[config.mk]
export PLATFORM = sky130hd
export DESIGN_NAME = cwg_modes
export DESIGN_NICKNAME = d
export VERILOG_FILES = /design/src/rtl/cwg_pkg.sv /design/src/rtl/cwg_db_if.sv /design/src/rtl/cwg_deadband.sv /design/src/rtl/cwg_modes.sv
export SDC_FILE = /design/constraint.sdc
export NUM_CORES = 1
export LEC_CHECK = 0
export BUFFER_PORTS_ARGS = -buffer_cell sky130_fd_sc_hd__buf_4
export CAP_MARGIN = 20
export CORE_UTILIZATION = 55
export CTS_BUF_LIST = sky130_fd_sc_hd__clkbuf_16
export DETAILED_ROUTE_END_ITERATION = 7
export MAX_ROUTING_LAYER = met4
export PLACE_DENSITY = 0.91
export SLEW_MARGIN = 20
export SYNTH_ARGS = -nofsm -noshare
export SYNTH_HDL_FRONTEND = slang
export SYNTH_SLANG_ARGS = --single-unit
[constraint.sdc]
create_clock -name clk_sys -period 3.2 [get_ports clk_sys]
set_input_delay 0 -clock clk_sys [delete_from_list [all_inputs] [get_ports clk_sys]]
set_output_delay 0 -clock clk_sys [all_outputs]
set_load 0.05 [all_outputs]
[src/rtl/cwg_pkg.sv]
// Purpose: Shared constants of the complementary waveform mode block
// Assumes: 32-bit AHB-Lite register bus, one word per register
// Notes: Byte offsets, field positions and reset values
package cwg_pkg;

    localparam int DB_W = 6;

    // ------------------------------------------------------------
    // Register byte offsets
    // ------------------------------------------------------------
    localparam logic [7:0] OFS_CTRL = 8'h00;
    localparam logic [7:0] OFS_POL = 8'h04;
    localparam logic [7:0] OFS_DBR = 8'h08;
    localparam logic [7:0] OFS_DBF = 8'h0C;
    localparam logic [7:0] OFS_STEER = 8'h10;
    localparam logic [7:0] OFS_SHDN = 8'h14;
    localparam logic [7:0] OFS_STATUS = 8'h18;

    // ------------------------------------------------------------
    // Field positions
    // ------------------------------------------------------------
    localparam int CTRL_MODE_LSB = 0;
    localparam int CTRL_LD_BIT = 6;
    localparam int CTRL_EN_BIT = 7;
    localparam int STEER_STR_LSB = 0;
    localparam int STEER_SDAT_LSB = 8;
    localparam int SHDN_LVL_LSB = 0;
    localparam int SHDN_SW_BIT = 7;
    localparam int STAT_OUT_LSB = 0;
    localparam int STAT_SHDN_BIT = 4;
    localparam int STAT_DIR_BIT = 5;
    localparam int STAT_PP_BIT = 6;
    localparam int STAT_DBR_LSB = 8;
    localparam int STAT_DBF_LSB = 16;

    // ------------------------------------------------------------
    // Mode codes
    // ------------------------------------------------------------
    localparam logic [2:0] MODE_ASTEER = 3'h0;
    localparam logic [2:0] MODE_SSTEER = 3'h1;
    localparam logic [2:0] MODE_FWD = 3'h2;
    localparam logic [2:0] MODE_REV = 3'h3;
    localparam logic [2:0] MODE_HALF = 3'h4;
    localparam logic [2:0] MODE_PUSH = 3'h5;

    // ------------------------------------------------------------
    // Reset values
    // ------------------------------------------------------------
    localparam logic [2:0] RST_MODE = 3'h0;
    localparam logic [3:0] RST_POL = 4'hF;
    localparam logic [DB_W-1:0] RST_DB = 6'h00;
    localparam logic [3:0] RST_STR = 4'h0;
    localparam logic [3:0] RST_SDAT = 4'h0;
    localparam logic [3:0] RST_SHDN_LVL = 4'h0;

endpackage

[src/rtl/cwg_db_if.sv]
// Purpose: Link between the mode logic and one dead-band timer
// Assumes: Same clock on both sides
// Notes: level_in low holds the timer cleared
`timescale 1ns/1ns
interface cwg_db_if;
    logic level_in;
    logic [5:0] count;
    logic out;
    modport user (output level_in, output count, input out);
    modport timer (input level_in, input count, output out);
endinterface

[src/rtl/cwg_deadband.sv]
// Purpose: One dead-band timer delaying the turn-on of an output
// Assumes: level_in is already synchronous to clk_sys
// Notes: Output rises count+1 cycles after level_in rises
`timescale 1ns/1ns
module cwg_deadband
(
    input wire logic clk_sys,
    input wire logic rst,
    cwg_db_if.timer db
);

    logic [5:0] cnt_q;
    logic out_q;

    // Input dropping early clears the count, so no pulse appears
    always_ff @(posedge clk_sys or posedge rst)
    begin
        if (rst)
        begin
            cnt_q <= 6'h00;
            out_q <= 1'b0;
        end
        else if (!db.level_in)
        begin
            cnt_q <= 6'h00;
            out_q <= 1'b0;
        end
        else if (cnt_q == db.count)
        begin
            out_q <= 1'b1;
        end
        else
        begin
            cnt_q <= cnt_q + 6'h01;
        end
    end

    assign db.out = out_q;

endmodule // cwg_deadband

[src/rtl/cwg_modes.sv]
// Purpose: Mode, steering and polarity logic of a complementary waveform generator
// Assumes: data_in and shutdown_n are asynchronous pins; AHB-Lite single word transfers
// Notes: Outputs are registered; pins see two sync stages plus one output stage
`timescale 1ns/1ns

// Function
// - Outputs derive from one input, with optional dead time between them.
// - Three-bit mode field selects six operating modes.
// - Half-bridge: A true, B inverted, dead band between; no steering.
// - Half-bridge: C and D mirror A and B with own polarity.
// - Push-pull: successive input pulses alternate between A and B.
// - Push-pull sequencer resets when disabled or shut down.
// - Sequencer advances on pulses; first pulse after reset goes to A.
// - Push-pull: C and D copy A and B with own polarity.
// - Forward full-bridge: A active, B and C inactive, D modulated.
// - Reverse full-bridge: C active, A and D inactive, B modulated.
// - Direction toggles by mode bit zero alone, while running.
// - Direction change takes effect at next rising input edge.
// - On direction change A and C swap; new modulation waits dead band.
// - Full-bridge dead band only on modulated output at direction change.
// - Steering routes input to any outputs, fixed levels elsewhere, no dead band.
// - Steer bit clear holds override level; set drives modulated input.
// - Polarity applies only to steered outputs.
// - Only steer bits are synchronised; override data acts at once.
// - Shutdown in steering overrides only steered outputs.
// - Synchronous steering updates at next rising input edge.
// - Asynchronous steering updates right after the write.
// - Dead band counts clock periods to a 6-bit value; zero means none.
// - Input reversing before count ends gives no pulse.
// - Polarity set means active high; shutdown levels ignore polarity.
// - Dead-band counts double-buffered with load request handshake.
module cwg_modes
    import cwg_pkg::*;
(
    input wire logic clk_sys,
    input wire logic rst,
    input wire logic hsel,
    input wire logic [31:0] haddr,
    input wire logic [1:0] htrans,
    input wire logic hwrite,
    input wire logic [2:0] hsize,
    input wire logic [31:0] hwdata,
    input wire logic hready,
    output logic hreadyout,
    output logic hresp,
    output logic [31:0] hrdata,
    input wire logic data_in,
    input wire logic shutdown_n,
    output logic out_a,
    output logic out_b,
    output logic out_c,
    output logic out_d
);

    // ------------------------------------------------------------
    // Declarations
    // ------------------------------------------------------------
    logic en_q;
    logic ld_q;
    logic [2:0] mode_q;
    logic [3:0] pol_q;
    logic [DB_W-1:0] dbr_q;
    logic [DB_W-1:0] dbf_q;
    logic [DB_W-1:0] dbr_act_q;
    logic [DB_W-1:0] dbf_act_q;
    logic [3:0] str_q;
    logic [3:0] str_sync_q;
    logic [3:0] sdat_q;
    logic [3:0] shdn_lvl_q;
    logic sw_shdn_q;
    logic wr_pend_q;
    logic [7:0] wr_addr_q;
    logic rd_wait_q;
    logic [7:0] rd_addr_q;
    logic [31:0] hrdata_q;
    logic [1:0] din_sync_q;
    logic din_prev_q;
    logic [1:0] shdn_sync_q;
    logic ld_fell_q;
    logic pp_q;
    logic fb_dir_q;
    logic [DB_W-1:0] fb_wait_q;
    logic [3:0] out_q;
    logic din;
    logic din_rise;
    logic din_fall;
    logic shdn_act;
    logic db_load;
    logic ld_wr_set;
    logic is_fb;
    logic [3:0] str_act;
    logic [3:0] v;
    logic [3:0] pol_mask;
    logic [3:0] sd_mask;
    logic [3:0] out_d_nxt;

    cwg_db_if db_r ();
    cwg_db_if db_f ();

    // ------------------------------------------------------------
    // Helpers
    // ------------------------------------------------------------
    function automatic logic [31:0] rd_word(input logic [7:0] a);
        logic [31:0] w;
        w = 32'h0000_0000;
        unique case (a)
            OFS_CTRL:
            begin
                w[CTRL_EN_BIT] = en_q;
                w[CTRL_LD_BIT] = ld_q;
                w[CTRL_MODE_LSB +: 3] = mode_q;
            end
            OFS_POL: w[3:0] = pol_q;
            OFS_DBR: w[DB_W-1:0] = dbr_q;
            OFS_DBF: w[DB_W-1:0] = dbf_q;
            OFS_STEER:
            begin
                w[STEER_STR_LSB +: 4] = str_q;
                w[STEER_SDAT_LSB +: 4] = sdat_q;
            end
            OFS_SHDN:
            begin
                w[SHDN_LVL_LSB +: 4] = shdn_lvl_q;
                w[SHDN_SW_BIT] = sw_shdn_q;
            end
            OFS_STATUS:
            begin
                w[STAT_OUT_LSB +: 4] = out_q;
                w[STAT_SHDN_BIT] = shdn_act;
                w[STAT_DIR_BIT] = fb_dir_q;
                w[STAT_PP_BIT] = pp_q;
                w[STAT_DBR_LSB +: DB_W] = dbr_act_q;
                w[STAT_DBF_LSB +: DB_W] = dbf_act_q;
            end
            default: w = 32'h0000_0000;
        endcase
        return w;
    endfunction

    // ------------------------------------------------------------
    // AHB-Lite slave
    // ------------------------------------------------------------
    // Reads take one wait state so a write just before is visible
    always_ff @(posedge clk_sys or posedge rst)
    begin
        if (rst)
        begin
            wr_pend_q <= 1'b0;
            wr_addr_q <= 8'h00;
            rd_wait_q <= 1'b0;
            rd_addr_q <= 8'h00;
            hrdata_q <= 32'h0000_0000;
        end
        else
        begin
            wr_pend_q <= 1'b0;
            rd_wait_q <= 1'b0;
            if (hsel && htrans[1] && hready)
            begin
                wr_pend_q <= hwrite;
                rd_wait_q <= !hwrite;
                wr_addr_q <= haddr[7:0];
                rd_addr_q <= haddr[7:0];
            end
            if (rd_wait_q)
            begin
                hrdata_q <= rd_word(rd_addr_q);
            end
        end
    end

    assign hreadyout = !rd_wait_q;
    assign hresp = 1'b0;
    assign hrdata = hrdata_q;
    assign ld_wr_set = wr_pend_q && (wr_addr_q == OFS_CTRL) && hwdata[CTRL_LD_BIT];

    // ------------------------------------------------------------
    // Registers
    // ------------------------------------------------------------
    // Mode changes are taken at any time; keeping them to disabled periods is up to software
    always_ff @(posedge clk_sys or posedge rst)
    begin
        if (rst)
        begin
            en_q <= 1'b0;
            mode_q <= RST_MODE;
            pol_q <= RST_POL;
            dbr_q <= RST_DB;
            dbf_q <= RST_DB;
            str_q <= RST_STR;
            sdat_q <= RST_SDAT;
            shdn_lvl_q <= RST_SHDN_LVL;
            sw_shdn_q <= 1'b0;
        end
        else if (wr_pend_q)
        begin
            unique case (wr_addr_q)
                OFS_CTRL:
                begin
                    en_q <= hwdata[CTRL_EN_BIT];
                    mode_q <= hwdata[CTRL_MODE_LSB +: 3];
                end
                OFS_POL: pol_q <= hwdata[3:0];
                OFS_DBR: dbr_q <= hwdata[DB_W-1:0];
                OFS_DBF: dbf_q <= hwdata[DB_W-1:0];
                OFS_STEER:
                begin
                    str_q <= hwdata[STEER_STR_LSB +: 4];
                    sdat_q <= hwdata[STEER_SDAT_LSB +: 4];
                end
                OFS_SHDN:
                begin
                    shdn_lvl_q <= hwdata[SHDN_LVL_LSB +: 4];
                    sw_shdn_q <= hwdata[SHDN_SW_BIT];
                end
                default: ;
            endcase
        end
    end

    // Load request: a new write setting it wins over the hardware clear
    always_ff @(posedge clk_sys or posedge rst)
    begin
        if (rst)
        begin
            ld_q <= 1'b0;
        end
        else if (ld_wr_set)
        begin
            ld_q <= 1'b1;
        end
        else if (db_load || (wr_pend_q && wr_addr_q == OFS_CTRL))
        begin
            ld_q <= 1'b0;
        end
    end

    // ------------------------------------------------------------
    // Pin synchronisers and edges
    // ------------------------------------------------------------
    always_ff @(posedge clk_sys or posedge rst)
    begin
        if (rst)
        begin
            din_sync_q <= 2'b00;
            din_prev_q <= 1'b0;
            shdn_sync_q <= 2'b11;
        end
        else
        begin
            din_sync_q <= {din_sync_q[0], data_in};
            din_prev_q <= din_sync_q[1];
            shdn_sync_q <= {shdn_sync_q[0], shutdown_n};
        end
    end

    assign din = din_sync_q[1];
    assign din_rise = din && !din_prev_q;
    assign din_fall = !din && din_prev_q;
    assign shdn_act = sw_shdn_q || !shdn_sync_q[1];
    assign is_fb = (mode_q == MODE_FWD) || (mode_q == MODE_REV);

    // ------------------------------------------------------------
    // Dead-band count buffers
    // ------------------------------------------------------------
    assign db_load = en_q && ld_q && ld_fell_q && din_rise;

    always_ff @(posedge clk_sys or posedge rst)
    begin
        if (rst)
        begin
            dbr_act_q <= RST_DB;
            dbf_act_q <= RST_DB;
            ld_fell_q <= 1'b0;
        end
        else if (!en_q)
        begin
            dbr_act_q <= dbr_q;
            dbf_act_q <= dbf_q;
            ld_fell_q <= 1'b0;
        end
        else if (db_load)
        begin
            dbr_act_q <= dbr_q;
            dbf_act_q <= dbf_q;
            ld_fell_q <= 1'b0;
        end
        else if (ld_q && din_fall)
        begin
            ld_fell_q <= 1'b1;
        end
    end

    // ------------------------------------------------------------
    // Half-bridge dead-band timers
    // ------------------------------------------------------------
    assign db_r.level_in = en_q && (mode_q == MODE_HALF) && din;
    assign db_r.count = dbr_act_q;
    assign db_f.level_in = en_q && (mode_q == MODE_HALF) && !din;
    assign db_f.count = dbf_act_q;

    cwg_deadband u_db_rise
    (
        .clk_sys(clk_sys),
        .rst(rst),
        .db(db_r.timer)
    );

    cwg_deadband u_db_fall
    (
        .clk_sys(clk_sys),
        .rst(rst),
        .db(db_f.timer)
    );

    // ------------------------------------------------------------
    // Push-pull sequencer
    // ------------------------------------------------------------
    // Toggle on the falling edge so each whole pulse stays on one output
    always_ff @(posedge clk_sys or posedge rst)
    begin
        if (rst)
        begin
            pp_q <= 1'b0;
        end
        else if (!en_q || shdn_act)
        begin
            pp_q <= 1'b0;
        end
        else if (mode_q == MODE_PUSH && din_fall)
        begin
            pp_q <= !pp_q;
        end
    end

    // ------------------------------------------------------------
    // Full-bridge direction
    // ------------------------------------------------------------
    always_ff @(posedge clk_sys or posedge rst)
    begin
        if (rst)
        begin
            fb_dir_q <= 1'b0;
            fb_wait_q <= RST_DB;
        end
        else if (!en_q || !is_fb)
        begin
            fb_dir_q <= mode_q[0];
            fb_wait_q <= RST_DB;
        end
        else if (din_rise && (mode_q[0] != fb_dir_q))
        begin
            fb_dir_q <= mode_q[0];
            fb_wait_q <= mode_q[0] ? dbr_act_q : dbf_act_q;
        end
        else if (fb_wait_q != RST_DB)
        begin
            fb_wait_q <= fb_wait_q - 6'h01;
        end
    end

    // ------------------------------------------------------------
    // Steering selection
    // ------------------------------------------------------------
    always_ff @(posedge clk_sys or posedge rst)
    begin
        if (rst)
        begin
            str_sync_q <= RST_STR;
        end
        else if (!en_q || mode_q != MODE_SSTEER || din_rise)
        begin
            str_sync_q <= str_q;
        end
    end

    // New selection on the edge itself, so no runt pulse
    assign str_act = (mode_q == MODE_SSTEER && !din_rise) ? str_sync_q : str_q;

    // ------------------------------------------------------------
    // Output selection; bit 0 is A, bit 3 is D
    // ------------------------------------------------------------
    always_comb
    begin
        v = 4'h0;
        pol_mask = 4'hF;
        sd_mask = 4'hF;
        unique case (mode_q)
            MODE_HALF:
            begin
                v = {db_f.out, db_r.out, db_f.out, db_r.out};
            end
            MODE_PUSH:
            begin
                v = {din && pp_q, din && !pp_q, din && pp_q, din && !pp_q};
            end
            MODE_FWD, MODE_REV:
            begin
                if (!fb_dir_q)
                begin
                    v = {din && (fb_wait_q == RST_DB), 1'b0, 1'b0, 1'b1};
                end
                else
                begin
                    v = {1'b0, 1'b1, din && (fb_wait_q == RST_DB), 1'b0};
                end
            end
            MODE_ASTEER, MODE_SSTEER:
            begin
                v = (str_act & {4{din}}) | (~str_act & sdat_q);
                pol_mask = str_act;
                sd_mask = str_act;
            end
            default:
            begin
                v = 4'h0;
            end
        endcase
        out_d_nxt = v ^ (pol_mask & ~pol_q);
        if (shdn_act)
        begin
            out_d_nxt = (sd_mask & shdn_lvl_q) | (~sd_mask & out_d_nxt);
        end
        if (!en_q)
        begin
            out_d_nxt = ~pol_q;
        end
    end

    always_ff @(posedge clk_sys or posedge rst)
    begin
        if (rst)
        begin
            out_q <= ~RST_POL;
        end
        else
        begin
            out_q <= out_d_nxt;
        end
    end

    assign out_a = out_q[0];
    assign out_b = out_q[1];
    assign out_c = out_q[2];
    assign out_d = out_q[3];

endmodule // cwg_modes

-- Yosys cells after proc, flatten, opt, wreduce, memory -nomap -nowiden
Index checks and enable logic that the tools add are counted.
- output and inout bits: 38
- register bits: 112
- input bits: 76
- reductions and logical operators: 51
- eq/ne operators: 21
- mux-type cells: 41
- add/subtract/negate cells: 3
- bitwise operators: 11
- operator list (operator ; number):
    $mux 6 ; 13
    $eq 8x5->1 const B ; 3
    $pmux 3 s7 ; 1
    $and 4x4->4 ; 5
    $mux 4 ; 5
    $logic_and 1x1->1 ; 19
    $eq 8x4->1 const B ; 2
    $pmux 4 s4 ; 1
    $mux 1 ; 15
    $add 6x1->6 const B ; 2
    $eq 6x6->1 ; 2
    $not 4->4 ; 3
    $reduce_and 2->1 ; 6
    $logic_not 1->1 ; 9
    $eq 8x3->1 const B ; 1
    $logic_not 8->1 ; 1
    $ne 2x2->1 const B ; 4
    $or 4x4->4 ; 2
    $pmux 4 s2 ; 1
    $logic_or 1x1->1 ; 7
    $eq 3x2->1 const B ; 2
    $eq 3x3->1 const B ; 2
    $logic_not 6->1 ; 1
    $ne 3x1->1 const B ; 2
    other kinds (14) ; 18

-- Longest topological paths before layout
Gate-level depths: netlist of the first run.
- depth in word-level cells: 14
- mapped depth: 7
- gate-level depth less buffers: 6

-- By module
From an unflattened synthesis of the first run, not the netlist that was laid out.
- cell total of the unflattened synthesis: 525
- area total of the unflattened synthesis: 5869.4 um^2
- by module, submodules not included (module ; area an instance (um^2) ; cells an instance ; instances):
    cwg_modes ; 4865.9 ; 417 ; 1
    cwg_deadband ; 501.7 ; 54 ; 2

-- Least setup slack after synthesis of the first run
Ideal clock, no wire load.
- path type: register -> register
- start point: register din_sync_q[1]
- end point: register out_q[0]
- arrival time: 1451 ps
- path slack: 1625 ps
- data required time: 3076 ps
- cell stages (with the launch flop): 7
- buffers on the path: 2
- period minus slack after synthesis: 1575 ps
- cells stage by stage: dfrtp_1 buf_2 buf_2 o32a_1 a311oi_2 o22ai_1 a211o_1
- word-level cells in the longest chain between the ends: 13
- elaborated cells between the ends (all ways): 19
- classes of those cells: mux: 5; bitwise: 10; reduce/logical: 4
- ends and longest elaborated chain (element ; line ; source):
    start, declared ; cwg_modes.sv:76 ; logic [1:0] din_sync_q;
    start signal, assigned ; cwg_modes.sv:251 ; din_sync_q <= {din_sync_q[0], data_in};
    $logic_and 1x1->1 ; cwg_modes.sv:258 ; assign din_rise = din && !din_prev_q;
    $logic_not 1->1 ; cwg_modes.sv:378 ; assign str_act = (mode_q == MODE_SSTEER && !din_rise) ? str_sync_q : str_q;
    $logic_and 1x1->1 ; cwg_modes.sv:378 ;
    $mux 4 ; cwg_modes.sv:378 ;
    $not 4->4 ; cwg_modes.sv:410 ; v = (str_act & {4{din}}) | (~str_act & sdat_q);
    $and 4x4->4 ; cwg_modes.sv:410 ;
    $or 4x4->4 ; cwg_modes.sv:410 ;
    $pmux 4 s4 ; cwg_modes.sv:388 ; unique case (mode_q)
    $xor 4x4->4 ; cwg_modes.sv:419 ; out_d_nxt = v ^ (pol_mask & ~pol_q);
    $and 4x4->4 ; cwg_modes.sv:422 ; out_d_nxt = (sd_mask & shdn_lvl_q) | (~sd_mask & out_d_nxt);
    $or 4x4->4 ; cwg_modes.sv:422 ;
    $mux 4 * ; cwg_modes.sv:420 ; if (shdn_act)
    $mux 4 * ; cwg_modes.sv:424 ; if (!en_q)
    named net out_d_nxt[0] ; cwg_modes.sv:95 ; logic [3:0] out_d_nxt;
    end signal, assigned ; cwg_modes.sv:434 ; out_q <= ~RST_POL;
    end signal, assigned ; cwg_modes.sv:438 ; out_q <= out_d_nxt;
    end, declared ; cwg_modes.sv:83 ; logic [3:0] out_q;
Mark *: on every way through the listed nets, which the timed path passes. The rest lies on a longest branch.
A chain may end at the register's enable or synchronous reset.

==> impl_metrics.tcl, run 1 <==
set metrics [dict create \
    dp_slack_ps 1017 \
    drc_errors 0 \
    clkSinkCount 112 \
    clk-insertion-delay-late_ps 350 \
    synth_top_area_frac 0.4674 \
    drtAntennaViolNets 0 \
    initial_utilization 0.5727 \
    drtIter0Drc 451 \
    clock.fmax_mhz 446.6 \
    via_per_inst 6.230 \
    hold_path_end "wr_pend_q" \
    period_minus_slack_ps 2239 \
    holdPathStages 3 \
    syn_inst 512 \
    grt_pass1_wl_um 22800 \
    finalHoldViolCount 0 \
    grt_pass1_vias 4520 \
    cts-resized-gates 0 \
    synth_edf_count 0 \
    async_flop_share 1.000 \
    netlist_area_sq_um 5675 \
    n_antenna_cell 0 \
    required_ps 3440 \
    cts_root_buffer "clkbuf_16" \
    yosys_warnings 0 \
    worstHoldStart "htrans[1]" \
    die_w_um 103.6 \
    yosys-top-cells-count "dfrtp_1 (106), mux2_2 (60), nor2_1 (42)" \
    synth_ff_type "dfrtp_1" \
    crit_type "flop to flop" \
    grt_max_degree 56 \
    ir_worst_vdd_uv 345.7 \
    synth_seq_cells 112 \
    h-tree-depth 3 \
    status "finished clean" \
    yosysMostFrequentCell "dfrtp_1" \
    critPathMaxStageDelay_ps 900 \
    skew_ps 7.507 \
    postCtsHoldBufs 24 \
    slew_headroom 0.4325 \
    die-area_sq_um 10730 \
    synthDistinctLibCells 63 \
    io_pins 114 \
    p_leak_nw 2.925 \
    final_nets 664 \
    r2r_end "dbf_q[2]" \
    io_buffers 52 \
    path_cells "inv_1 -> and4_1 -> nand2_1 -> mux2_2" \
    die_h_um 103.6 \
    cts_buffers 9 \
    fin_crit_sh 0.6998 \
    drt-pass1-iter-count 5 \
    hpwl_um 9645 \
    area_growth_pct 17.48 \
    yosysSeqAreaShare 0.4951 \
    drive_above_1_share 0.2598 \
    gp_congestion 0.8895 \
    utilization 0.6729 \
    finalSetupTns_ps 0 \
    rr_worst_depth 4 \
    drt-total-wl_um 14000 \
    r2r-start "rd_addr_q[4]" \
    vias 4498 \
    fill_cells 715 \
    ff2ff_setup_slack_ps 960 \
    synth_largest_area_cell "dfrtp_1" \
    synth_area_per_cell_sq_um 11.08 \
    clkTransAtPathRegs_ps 70 \
    cp_max_fo 28 \
    cts_tree "yes" \
    crit_arrival_ps 2480 \
    overflow 0 \
    post_drt_wl_per_cell_um 19.39 \
    hp-class "primary input to flop" \
    startpoint_type "flop" \
    grt_setup_unrepaired "false" \
    core_sq_um 9910 \
    crit_path_end_kind "flop" \
    slew_viol_final 0 \
    setup_slack_ps 960.7 \
    power.density_nw_per_um2 549.1 \
    final-setup-viol-count 0 \
    grt_use_total 0.2773 \
    antenna_found_initial 0 \
    post_cts_buffers 0 \
    row_count 36 \
    max_cap_violations 0 \
    clock_path_buffers 2 \
    tightestPinTransition_ps 851.2 \
    yosys-top-cells-area "dfrtp_1 (47%), mux2_2 (12%), mux2i_1 (3.2%)" \
    worst_path_max_delay_cell "dfrtp_1" \
]
-- cell type report --
class	count	area, sq um	share of cell area
clock buffer	9	225.2	0.03378
inverter	11	43.79	0.006568
clock inverter	7	78.83	0.01182
sequential	112	2810	0.4215
timing repair buffer	82	675.6	0.1013
tap	133	166.4	0.02496
multi-input combinational	368	2668	0.4001
-- worst max-delay path: cells and delay by family, from the launching register on --
family / cells / cell delay, ps
flip-flops: 1 / 900
multiplexers: 1 / 380
buffers and inverters: 1 / 280
AND/OR/NAND/NOR: 2 / 560
-- placed cells by master, fill, tap and decap left out, types with 13 or more instances in the layout --
cell type,n
mux2_2,60
nand3_1,15
mux2i_1,18
nor2_1,42
dfrtp_1,106
nand2_1,33
xnor2_1,17
buf_4,58
dlygate4sd3_1,24
o21ai_0,16
conb_1,13
-- state kept, by name (all words and copies together) (netlist names), 2 cells and up --
register and cells:
db_r.count 6, out_q 4, shdn_lvl_q 4, sdat_q 4, dbf_q 6, db_f.count 6
dbr_q 6, u_db_rise.cnt_q 6, pol_q 4, u_db_fall.cnt_q 6, rd_addr_q 8, str_q 4
str_sync_q 4, shdn_sync_q 2, din_sync_q 2, mode_q 3, hrdata 20, fb_wait_q 6
-- metal layers --
layer	vias to the layer above	wire, um	global-route usage
li1	1981	-	-
met1	2219	5440	0.3404
met2	249	6988	0.4482
met3	49	1058	0.04909
met4	0	509	0.1294
met5	-	0	-
-- metrics by stage --
stage / total power, mW / instance area, sq um / cells / hold slack, ps
2_1_floorplan: 2.281 / 5720 / 524 / 4.478
3_3_place_gp: 2.451 / 6123 / 682 / 110.4
3_5_place_dp: 2.486 / 6123 / 682 / 109.3
4_1_cts: 3.650 / 6668 / 722 / 170.6
5_1_grt: 3.798 / 6668 / 722 / 202.0
6_report: 3.661 / 6668 / 722 / 162.2
-- worst max-delay path by stage --
stage               slack (ps)            end  depth (start not counted)           from
floorplan                  250  db_f.count[0]                          1            rst
global placement          1070  db_f.count[4]                          4  din_sync_q[1]
detailed placement        1020  db_r.count[1]                          4  din_sync_q[1]
CTS                        990  db_r.count[0]                          4  din_sync_q[1]
global route               850  db_r.count[2]                          4  din_sync_q[1]
finish                     960       dbf_q[2]                          4   rd_addr_q[4]
-- cell families after synthesis --
kind of cell / Yosys count / share of synthesized area
adders and majority gates: 4 / 0.008819
and+or+nand+nor: 150 / 0.1358
buffers and inverters: 44 / 0.04277
other: 1 / 0.0006607
xor gates and xnor gates: 29 / 0.04475
muxes: 78 / 0.1508
AOI/OAI and AO/OA: 94 / 0.1213
DFF: 112 / 0.4951
-- where the power goes --
| part | total, mW | internal (mW) | switching [mW] | leakage (nW) |
|---|---|---|---|---|
| clock network | 1.15 | 0.618 | 0.536 | 0.150 |
| logic | 0.761 | 0.326 | 0.435 | 1.38 |
| registers | 1.75 | 1.54 | 0.205 | 1.39 |
(Power assumes the default switching activity.)
==> run 2, diff against run 1 <==
--- a/config.mk
+++ b/config.mk
@@ -5,6 +5,7 @@
 export SDC_FILE = /design/constraint.sdc
 export NUM_CORES = 1
 export LEC_CHECK = 0
+export ABC_AREA = 1
 export BUFFER_PORTS_ARGS = -buffer_cell sky130_fd_sc_hd__buf_4
 export CAP_MARGIN = 20
 export CORE_UTILIZATION = 55
==> constraint.sdc (replaced) <==
create_clock -name clk_sys -period 2.2 [get_ports clk_sys]
set_input_delay 0 -clock clk_sys [delete_from_list [all_inputs] [get_ports clk_sys]]
set_output_delay 0 -clock clk_sys [all_outputs]
set_load 0.05 [all_outputs]
==> run 2 against run 1 <==
Wire length rose by 2.3%. Critical endpoint is now dbf_q[4]. Die area is essentially flat. Utilization increased by 0.72 points. Register-to-register slack worse by 700 ps. Combinational power shrank 28%. Setup slack worse by 700 ps. Final cell count up 28%. First-iteration DRC count rose by 26%. Clock skew increased by 1.2 ps. Sequential power increased by 28%.
==> impl_metrics.tcl, run 2 <==
set metrics [dict create \
    status "finished clean" \
    core_sq_um 9910 \
    vias 5188 \
    p_leak_nw 3.458 \
    ir_worst_vdd_uv 418.0 \
    drive_above_1_share 0.1392 \
    finalHoldViolCount 0 \
    grt_use_total 0.2893 \
    yosys-top-cells-count "nand2_1 (177), dfrtp_1 (106), inv_1 (87)" \
    synth_seq_cells 112 \
    die_w_um 103.6 \
    clock_path_buffers 2 \
    slew_headroom 0.6051 \
    finalSetupTns_ps 0 \
    max_cap_violations 0 \
    period_minus_slack_ps 1942 \
    antenna_found_initial 0 \
    largest_register_ffs 20 \
    netlist_area_sq_um 5678 \
    utilization 0.6801 \
    placed_cell_area_sq_um 6168 \
    h-tree-depth 3 \
    final_nets 865 \
    async_flop_share 1.000 \
    finalPower_mw 4.583 \
    synth_edf_count 0 \
    yosys_warnings 0 \
    hp-class "primary input to flop" \
    grt_max_degree 113 \
    initial_utilization 0.5730 \
    syn_inst 708 \
    post_drt_wl_per_cell_um 15.51 \
    crit_arrival_ps 2170 \
    synth_ff_type "dfrtp_1" \
    cts_buffers 9 \
    synth_largest_area_cell "dfrtp_1" \
    cts_root_buffer "clkbuf_16" \
    post_cts_buffers 0 \
    clk-insertion-delay-late_ps 350 \
    synthDistinctLibCells 42 \
    row_count 36 \
    grt_pass1_wl_um 23990 \
    grt_pass1_vias 4969 \
    clock.fmax_mhz 515.0 \
    power.density_nw_per_um2 680.1 \
    yosysMostFrequentCell "nand2_1" \
    final-setup-viol-count 0 \
    yosysSeqAreaShare 0.4949 \
    gp_congestion 0.9793 \
    synth_area_per_cell_sq_um 8.020 \
    fin_crit_sh 0.8826 \
    hpwl_um 9819 \
    io_pins 114 \
    ff2ff_setup_slack_ps 260 \
    crit_path_end_kind "flop" \
    cts_tree "yes" \
    n_antenna_cell 0 \
    fill_cells 779 \
    yosys-top-cells-area "dfrtp_1 (47%), nand2_1 (12%), inv_1 (5.8%)" \
    area_growth_pct 18.69 \
    setup_slack_ps 258.4 \
    drt-pass1-iter-count 6 \
    whs_ps 240.6 \
    layout_commonest_cell "nand2_1" \
    die_h_um 103.6 \
    final_area_sq_um 6739 \
    skew_ps 8.739 \
    postCtsHoldBufs 24 \
    grt_setup_unrepaired "false" \
    drtIter0Drc 570 \
    drtAntennaViolNets 0 \
    overflow 0 \
    required_ps 2430 \
    crit_type "flop to flop" \
    die-area_sq_um 10730 \
    io_buffers 52 \
    cp_max_fo 12 \
    startpoint_type "flop" \
    clkSinkCount 112 \
    cts-resized-gates 0 \
    clkTransAtPathRegs_ps 70 \
    slew_viol_final 0 \
    tightestPinTransition_ps 592.3 \
    drc_errors 0 \
    synth_top_area_frac 0.4672 \
    final_cell_mix "nand2_1 (177), dfrtp_1 (106), inv_1 (86)" \
    dp_slack_ps 329.4 \
    place_inst 883 \
    drt-total-wl_um 14320 \
    via_per_inst 5.621 \
    fin_cells 923 \
]
==> run 2: cell type report <==
class / instances / area (sq um) / share of cell area
clock buffer: 9 / 225.2 / 0.03342
clock inverter: 7 / 105.1 / 0.01560
inverter: 89 / 337.8 / 0.05013
multi-input combinational: 487 / 2376 / 0.3526
sequential: 112 / 2810 / 0.4170
tap: 133 / 166.4 / 0.02469
timing repair buffer: 86 / 718.2 / 0.1066
==> run 2: kinds of logic after synthesis <==
group	share of synthesized area
other	0.0006605
adders and majority gates	0.008815
muxes	0.007932
buffers and inverters	0.09453
AOI/OAI and AO/OA	0.1280
xor gates and xnor gates	0.004628
and+or+nand+nor	0.2605
DFF	0.4949
==> run 2: critical path, cell delays in order, from the launching register on <==
cell and delay [ps]:
dfrtp_1 380, nor2_1 110, nand2_1 140, nor2_4 200
inv_2 70, nor3_4 280, nand2_1 390, nand2_1 190
o21ai_2 60
==> run 2: final timing paths <==
check	from	end	cells after the start
max in group asynchronous	rst	hrdata[8]	4
setup / recovery	rd_addr_q[7]	dbf_q[4]	8
setup reg to reg	rd_addr_q[7]	dbf_q[4]	8
min in group asynchronous	rst	u_db_fall.cnt_q[1]	4
hold / removal	hready	wr_pend_q	3
hold reg to reg	shdn_sync_q[0]	shdn_sync_q[1]	0
==> run 2: power by group <==
| part | internal (mW) | switching (mW) | total, mW |
|---|---|---|---|
| Clock | 1.01 | 0.788 | 1.80 |
| Combinational | 0.178 | 0.370 | 0.547 |
| Sequential | 2.16 | 0.0772 | 2.24 |
| Total | 3.35 | 1.23 | 4.58 |
==> run 2: layer usage <==
layer  up-vias  GRT usage  wire, um
met4         0     0.1149       411
met1      2425     0.3667      5712
met5         -          -         0
li1       2444          -         -
met3        44    0.06734      1228
met2       275     0.4506      6966
